<file path="src/gmr_params.svh">
// register offsets, field positions and reset values of the terminal routing block
`ifndef GMR_PARAMS_SVH
`define GMR_PARAMS_SVH
// register indices; the byte address is four times the index
`define GMR_IDX_EVENT       10'h088
`define GMR_IDX_INPUT       10'h08A
`define GMR_IDX_OUTPUT      10'h08B
`define GMR_IDX_ROUTING     10'h08C
`define GMR_ADDR_W          12
// field positions inside the routing register
`define GMR_T6_LSB          24
`define GMR_T5_LSB          20
`define GMR_T4_LSB          16
`define GMR_T3_LSB          12
// reset values and masks
`define GMR_ROUTING_RESET   32'h0000_1000
`define GMR_ROUTING_MASK    32'h0FFF_FFFF
`define GMR_OUTPUT_RESET    5'h00
`define GMR_LEVEL_MASK      32'h0000_001F
`define GMR_EVENT_MASK      32'h0000_0018
// function codes
`define GMR_CODE_GPI        4'h0
`define GMR_CODE_GPO        4'h1
`define GMR_CODE_SERIRQ     4'h1
`define GMR_CODE_T5_RSVD    4'hB
`endif

</file>
<file path="src/gmr_pkg.sv">
// types shared by the terminal routing block
package gmr_pkg;
    // synchroniser state
    typedef struct packed {
        logic [4:0] meta;
        logic [4:0] stable;
    } gmr_sync_type;

    // state of the register block
    typedef struct packed {
        logic [4:0]  out_level;
        logic [27:0] routing;
        logic [1:0]  evt;
        logic [1:0]  prev_in;
        logic        primed;
        logic [31:0] rdata;
        logic        slverr;
    } gmr_state_type;
endpackage : gmr_pkg

</file>
<file path="src/gmr_top.sv">
// general input/output registers and multifunction terminal routing, APB slave
`timescale 1ns/100ps
`include "gmr_params.svh"
module gmr_top
    import gmr_pkg::*;
(
    input  wire logic                   pclk,
    input  wire logic                   presetn,
    input  wire logic                   psel,
    input  wire logic                   penable,
    input  wire logic                   pwrite,
    input  wire logic [`GMR_ADDR_W-1:0] paddr,
    input  wire logic [31:0]            pwdata,
    input  wire logic [3:0]             pstrb,
    output logic      [31:0]            prdata,
    output logic                        pready,
    output logic                        pslverr,
    input  wire logic [6:3]             term_in,
    output logic      [6:3]             term_out,
    output logic      [6:3]             term_oe,
    input  wire logic [2:0]             low_input_level,
    output logic      [4:0]             output_level,
    output logic      [11:0]            low_terminal_select,
    output logic      [3:0]             multi_terminal_6_select,
    input  wire logic                   eeprom_bus_detected,
    input  wire logic                   eeprom_scl_out,
    input  wire logic                   eeprom_scl_oe,
    input  wire logic                   eeprom_load_valid,
    input  wire logic [31:0]            eeprom_load_data,
    input  wire logic                   serialized_interrupt,
    input  wire logic [15:0]            legacy_irq,
    input  wire logic                   bus_grant,
    input  wire logic                   video_port_status,
    input  wire logic                   video_port_select1,
    input  wire logic                   card_audio_pwm,
    input  wire logic                   activity_led1,
    input  wire logic                   socket_led,
    input  wire logic                   event_output,
    output logic      [4:3]             input_event
);
    localparam logic [`GMR_ADDR_W-1:0] ADDR_EVENT   = {`GMR_IDX_EVENT, 2'b00};
    localparam logic [`GMR_ADDR_W-1:0] ADDR_INPUT   = {`GMR_IDX_INPUT, 2'b00};
    localparam logic [`GMR_ADDR_W-1:0] ADDR_OUTPUT  = {`GMR_IDX_OUTPUT, 2'b00};
    localparam logic [`GMR_ADDR_W-1:0] ADDR_ROUTING = {`GMR_IDX_ROUTING, 2'b00};

    gmr_state_type st;
    gmr_state_type next_st;

    logic [4:0]  raw_level;
    logic [4:0]  in_level;
    logic [3:0]  code6;
    logic [3:0]  code5;
    logic [3:0]  code4;
    logic [3:0]  code3;
    logic        setup_phase;
    logic        access_wr;
    logic [31:0] byte_mask;
    logic [31:0] route_wr;
    logic        t5_out;
    logic        t5_oe;
    logic        in4_is_gpi;
    logic        in3_is_gpi;
    logic [1:0]  change;

    // terminals 5 and 4 carry inputs 4 and 3, the rest come from elsewhere
    assign raw_level = {term_in[5], term_in[4], low_input_level};

    gmr_sync u_sync (
        .pclk    (pclk),
        .presetn (presetn),
        .din     (raw_level),
        .dout    (in_level)
    );

    // field decode
    assign code6 = st.routing[`GMR_T6_LSB +: 4];
    assign code5 = st.routing[`GMR_T5_LSB +: 4];
    assign code4 = st.routing[`GMR_T4_LSB +: 4];
    assign code3 = st.routing[`GMR_T3_LSB +: 4];

    // bus phases; zero wait states, so the access phase always completes
    assign setup_phase = psel && !penable;
    assign access_wr   = psel && penable && pwrite;
    assign pready      = psel && penable;

    // byte enables widened to a bit mask
    always_comb begin
        for (int b = 0; b < 4; b++) begin
            byte_mask[b*8 +: 8] = {8{pstrb[b]}};
        end
    end

    // merge of a routing write; top nibble never stored
    assign route_wr = (({4'h0, st.routing} & ~byte_mask) | (pwdata & byte_mask))
                      & `GMR_ROUTING_MASK;

    // input event detection only while the terminal acts as an input
    assign in4_is_gpi = (code5 == `GMR_CODE_GPI);
    assign in3_is_gpi = (code4 == `GMR_CODE_GPI) && !eeprom_bus_detected;
    assign change[1]  = st.primed && in4_is_gpi && (in_level[4] != st.prev_in[1]);
    assign change[0]  = st.primed && in3_is_gpi && (in_level[3] != st.prev_in[0]);

    // next state: register writes, eeprom load, event flags, read data
    always_comb begin
        next_st         = st;
        next_st.prev_in = in_level[4:3];
        next_st.primed  = 1'b1;
        // writes take effect at the completing access edge
        if (access_wr) begin
            if (paddr == ADDR_OUTPUT && pstrb[0]) begin
                next_st.out_level = pwdata[4:0];  // bits 7..5 dropped
            end
            if (paddr == ADDR_ROUTING) begin
                next_st.routing = route_wr[27:0];
            end
            if (paddr == ADDR_EVENT && pstrb[0]) begin
                next_st.evt = st.evt & ~pwdata[4:3];
            end
        end
        // an eeprom load overrides a software write in the same cycle
        if (eeprom_load_valid) begin
            next_st.routing = eeprom_load_data[27:0];
        end
        // a change in the clearing cycle still sets the flag
        next_st.evt = next_st.evt | change;
        // read data captured in the setup cycle
        next_st.rdata  = 32'h0000_0000;
        next_st.slverr = 1'b0;
        if (setup_phase) begin
            case (paddr)
                ADDR_INPUT:   next_st.rdata = {27'h000_0000, in_level};
                ADDR_OUTPUT:  next_st.rdata = {27'h000_0000, st.out_level};
                ADDR_ROUTING: next_st.rdata = {4'h0, st.routing};
                ADDR_EVENT:   next_st.rdata = {27'h000_0000, st.evt, 3'h0};
                default:      next_st.slverr = 1'b1;
            endcase
        end
    end

    // registered state; routing starts at its hardware default
    always_ff @(posedge pclk or negedge presetn) begin
        if (!presetn) begin
            st           <= '0;
            st.out_level <= `GMR_OUTPUT_RESET;
            st.routing   <= 28'(`GMR_ROUTING_RESET);
        end else begin
            st <= next_st;
        end
    end

    assign prdata  = st.rdata;
    assign pslverr = st.slverr && pready;

    // terminal 5 function selector
    gmr_term_mux u_t5_mux (
        .code               (code5),
        .output4_level      (st.out_level[4]),
        .bus_grant          (bus_grant),
        .legacy_irq         (legacy_irq),
        .video_port_status  (video_port_status),
        .video_port_select1 (video_port_select1),
        .card_audio_pwm     (card_audio_pwm),
        .activity_led1      (activity_led1),
        .socket_led         (socket_led),
        .event_output       (event_output),
        .pin_out            (t5_out),
        .pin_oe             (t5_oe)
    );

    // terminal drive; terminal 6 functions live outside, so it stays undriven here
    always_comb begin
        term_out[6] = 1'b0;
        term_oe[6]  = 1'b0;
        term_out[5] = t5_out;
        term_oe[5]  = t5_oe;
        // eeprom mode takes terminal 4 over whatever its field says
        if (eeprom_bus_detected) begin
            term_out[4] = eeprom_scl_out;
            term_oe[4]  = eeprom_scl_oe;
        end else begin
            term_out[4] = 1'b0;
            term_oe[4]  = 1'b0;
        end
        // terminal 3: serial interrupt or one legacy line, code 0 reserved
        term_out[3] = 1'b0;
        term_oe[3]  = 1'b0;
        case (code3)
            4'h0: begin
                term_oe[3] = 1'b0;
            end
            `GMR_CODE_SERIRQ: begin
                term_out[3] = serialized_interrupt;
                term_oe[3]  = 1'b1;
            end
            default: begin
                term_out[3] = legacy_irq[code3];
                term_oe[3]  = 1'b1;
            end
        endcase
    end

    // register images for logic outside this block
    assign output_level            = st.out_level;
    assign low_terminal_select     = st.routing[11:0];
    assign multi_terminal_6_select = code6;
    assign input_event             = st.evt;
endmodule : gmr_top

</file>
<file path="src/gmr_sync.sv">
// two-stage synchroniser for the general input levels
`timescale 1ns/100ps
module gmr_sync
    import gmr_pkg::*;
(
    input  wire logic       pclk,
    input  wire logic       presetn,
    input  wire logic [4:0] din,
    output logic      [4:0] dout
);
    gmr_sync_type st;
    gmr_sync_type next_st;

    // meta feeds only the stable stage
    always_comb begin
        next_st.meta   = din;
        next_st.stable = st.meta;
    end

    always_ff @(posedge pclk or negedge presetn) begin
        if (!presetn) begin
            st <= '0;
        end else begin
            st <= next_st;
        end
    end

    assign dout = st.stable;
endmodule : gmr_sync

</file>
<file path="src/gmr_term_mux.sv">
// function selector for multifunction terminal 5
`timescale 1ns/100ps
module gmr_term_mux
    import gmr_pkg::*;
(
    input  wire logic [3:0]  code,
    input  wire logic        output4_level,
    input  wire logic        bus_grant,
    input  wire logic [15:0] legacy_irq,
    input  wire logic        video_port_status,
    input  wire logic        video_port_select1,
    input  wire logic        card_audio_pwm,
    input  wire logic        activity_led1,
    input  wire logic        socket_led,
    input  wire logic        event_output,
    output logic             pin_out,
    output logic             pin_oe
);
    // input and reserved codes leave the pin undriven
    always_comb begin
        pin_oe  = 1'b1;
        pin_out = 1'b0;
        case (code)
            4'h0:    pin_oe  = 1'b0;
            4'h1:    pin_out = output4_level;
            4'h2:    pin_out = bus_grant;
            4'h3:    pin_out = legacy_irq[3];
            4'h4:    pin_out = legacy_irq[4];
            4'h5:    pin_out = legacy_irq[5];
            4'h6:    pin_out = video_port_status;
            4'h7:    pin_out = video_port_select1;
            4'h8:    pin_out = card_audio_pwm;
            4'h9:    pin_out = legacy_irq[9];
            4'hA:    pin_out = legacy_irq[10];
            4'hC:    pin_out = activity_led1;
            4'hD:    pin_out = socket_led;
            4'hE:    pin_out = event_output;
            4'hF:    pin_out = legacy_irq[15];
            default: pin_oe  = 1'b0;
        endcase
    end
endmodule : gmr_term_mux

</file>
<file path="config.mk">
export PLATFORM = sky130hd
export DESIGN_NAME = gmr_top
export DESIGN_NICKNAME = d
export VERILOG_FILES = /design/src/gmr_pkg.sv /design/src/gmr_top.sv /design/src/gmr_sync.sv /design/src/gmr_term_mux.sv
export VERILOG_INCLUDE_DIRS = /design/src
export SDC_FILE = /design/constraint.sdc
export NUM_CORES = 1
export LEC_CHECK = 0
export ABC_CLOCK_PERIOD_IN_PS = 2200
export BUFFER_PORTS_ARGS = -buffer_cell sky130_fd_sc_hd__buf_4
export CAP_MARGIN = 15
export CORE_MARGIN = 8
export CORE_UTILIZATION = 43
export CTS_CLUSTER_SIZE = 28
export DETAILED_ROUTE_END_ITERATION = 8
export PLACE_DENSITY_LB_ADDON = 0.08
export SYNTH_ARGS = -nofsm -noshare
export SYNTH_HDL_FRONTEND = slang
export SYNTH_SLANG_ARGS = --single-unit
</file>
<file path="constraint.sdc">
create_clock -name pclk -period 2.2 [get_ports pclk]
set_clock_uncertainty 0.2 [all_clocks]
set_input_delay 0.44 -clock pclk [delete_from_list [all_inputs] [get_ports pclk]]
set_output_delay 0.44 -clock pclk [all_outputs]
set_load 0.01 [all_outputs]
</file>
==> metrics.txt <==
Crit path required time=1.56 ns; cell count after synthesis=398; Clock Power Share=0.317; final hold violations=0; Routed WL=11.6 mm; TritonCTS clock tree=done; Seq cells post-synth=77; die area=12,900 um^2; VDD IR max=0.281 mV; Die W=113 um; critical path startpoint=code3[0]$_DFFE_PN1P_; Yosys top cell by area=dfrtp_1; # diodes=0; part of the Yosys area used for sequential elements=0.472; via count=3,309; port bufs=166; Worst setup SP type=register; largest net degree at the start of global routing=58; switching part of the total=0.269; Tmin final=2.66 ns; Die Ht=113 um; detailed-route vias per instance=5.00; synth-to-layout area growth=33.7%; Commonest cells post-synth=76 x dfrtp_1, 60 x buf_4, 30 x a21oi_1; Main synth FF type=dfrtp_1; Global Route Usage Sum=0.180; failing checks=setup timing; post-synthesis adder-cell area fraction=0; final worst-path cycle share=1.21; Worst Path Arrival=2.02 ns; Setup violations, final=3; CP Class=reg2out; root buf cell=clkbuf_8; largest family of logic cells by synthesized area=simple AND/OR/NAND/NOR gates; Setup crit end=term_out[3]; pre-CTS setup slack=-0.102 ns; most frequent cell after synthesis=dfrtp_1; CP Max Fanout=3; share of layout cells above drive strength 1=0.428; IO Pins=185; Slew @ Worst Pin=0.607 ns; Seq pwr share=0.501; core area=9240 um^2; Worst slew margin=0.592; H-Tree Depth=3; Avg Inst Size Synth=10.3 um^2; worst r2r dst=input_event[4]$_DFF_PN0_; std cell rows=35; Detail Route Antenna Nets=0; DRC=0; Final Net Count=648; Worst-Skew Late Latency=0.35 ns; mux contribution to synthesized area=0.0662; max-slew violations=0; Post-Synthesis Cell Area=4080 um^2; asr flop ratio synth=1.00; Num CTS Buffers=9; initial antenna violation count=0; Post-Synth XOR/XNOR Area=0.00429; cells on worst reg2reg path=4; yosys warns=0; Initial Util=0.442; DR pass1 iterations=4; Max Clock Freq=376 MHz; Post-DP Area=5180 um^2; Cell Pwr Density=562 nW/um^2; final instance area=5460 um^2; Switching Power=824 uW; Synth cell types=43; vias in the first global route=3,599; gr ovfl total=0; Worst-path clk slew=0.08 ns; Internal=2.24 mW; synth top area cells=dfrtp_1 47%, buf_4 11%, a41oi_1 4.3%, and2_1 4.1%, a21oi_1 3.7%; initial DRC count=115; simple-gate portion of the synthesized area=0.172; routability cong.=0.844; status=finished, violations left; dpl hpwl=8.88 mm; DR WL/cell=17.6 um; top cell type's share of synthesized area=0.466; worst hold margin=0.133 ns; first-pass GRT wire length=18.4 mm; Worst Hold Class=in2reg; crit end category=output port; Final WS setup=-0.461 ns; Clock Path Buffers=2; Worst R2R Setup Slack=0.49 ns; Compound-Gate Fraction of Synth Area=0.150; EDFF count, synth=0; Gate power share=0.182; RR Startpoint=code5[1]$_DFFE_PN0P_; Sink Count=77; number of max-cap violations=0; cell leakage power=2.62 nW; RSZ-0062 raised after global routing=true
## registers in the layout, indices dropped and copies added, names as in the netlist
register	flops
code3	4
prdata	28
multi_terminal_6_select	4
output_level	5
st	4
low_terminal_select	12
code5	4
input_event	2
code4	4
u_sync.dout	5
u_sync.next_st	5
## worst min path at each step
| stage | endpoint | slack, ns | start | cells past startpoint |
|---|---|---|---|---|
| global placement | u_sync.dout[1]$_DFF_PN0_ | 0.13 | u_sync.next_st[1]$_DFF_PN0_ | 0 |
| CTS | low_terminal_select[10]$_DFFE_PN0P_ | 0.12 | eeprom_load_data[10] | 3 |
| global route | low_terminal_select[8]$_DFFE_PN0P_ | 0.13 | eeprom_load_data[8] | 3 |
| finish | low_terminal_select[10]$_DFFE_PN0P_ | 0.13 | eeprom_load_data[10] | 3 |
| detailed placement | u_sync.dout[4]$_DFF_PN0_ | 0.14 | u_sync.next_st[4]$_DFF_PN0_ | 0 |
| floorplan | code3[1]$_DFFE_PN0P_ | -0.06 | presetn | 0 |
## logic make-up after synthesis
| kind of cell | count (synthesis) |
|---|---|
| XOR/XNOR | 2 |
| AO/OA/AOI/OAI | 96 |
| AND/OR/NAND/NOR | 118 |
| flip-flops | 77 |
| buffers and inverters | 83 |
| other | 2 |
| multiplexers | 20 |
## layout make-up
| class | count | area (um^2) |
|---|---|---|
| clock buffers | 11 | 141 |
| multi-input cells | 243 | 1650 |
| repair buffers | 197 | 1550 |
| fillers | 805 | 3780 |
| clock inverters | 5 | 36.3 |
| well taps | 129 | 161 |
| flip-flops and latches | 77 | 1930 |
## metal layers
layer,track usage,up-vias,part of all wire
met5,0,-,0
met4,0.0542,0,0.013
met3,0.0486,11,0.074
met2,0.315,125,0.50
met1,0.211,1572,0.41
li1,-,1601,-
## stage by stage
stage / setup TNS (ns) / instances / power (mW) / util
floorplan: -0.0632 / 403 / 1.83 / -
global placement: -0.0942 / 639 / 2.09 / 0.561
detailed placement: -0.102 / 639 / 2.10 / 0.561
CTS: -0.716 / 662 / 3.09 / 0.591
global route: -0.916 / 662 / 3.21 / 0.591
finish: -0.742 / 662 / 3.07 / 0.591
## worst max-delay path: stages (launching register included)
cell	delay, ns
dfstp_2	0.57
mux4_2	0.49
mux4_2	0.49
buf_6	0.14
## layout by cell type (no fill, tap or decap), types with 2 or more instances in the layout
cell type,Yosys,routed
xor2_1,2,2
nand3b_1,2,2
nand2_1,21,21
and4_1,2,2
nor2b_1,24,24
a21oi_1,30,30
and2_1,27,27
buf_6,0,4
a21o_1,9,9
nand3_2,1,2
clkinvlp_4,0,3
mux4_2,5,5
clkbuf_8,0,10
mux2_2,6,5
nor2_1,12,12
nor4_1,2,2
nand3_1,8,7
nor3b_1,2,2
o21ai_0,25,25
buf_4,60,184
dlygate4sd3_1,0,6
mux2i_1,9,9
a41oi_1,20,20
conb_1,2,7
buf_12,0,3
a31oi_1,3,3
or2_2,2,2
dfrtp_1,76,75
o41ai_1,6,6
and3_1,3,3
## what timing repair did
| action | CTS | global route |
|---|---|---|
| pin swaps | 3 | 4 |
| endpoints found under the hold margin | 29 | 0 |
| hold buffers | 6 | 0 |
| buffers inserted | 1 | 1 |
| gates resized for setup | 7 | 2 |
| setup endpoints to repair | 2 | 4 |
## power groups by stage
stage	Sequential [mW]	Clock [mW]	Combinational [mW]
floorplan	1.54	0	0.293
global placement	1.56	0	0.532
detailed placement	1.56	0	0.539
CTS	1.54	0.989	0.563
global route	1.55	1.06	0.612
finish	1.54	0.972	0.558
(Power assumes the default switching activity.)
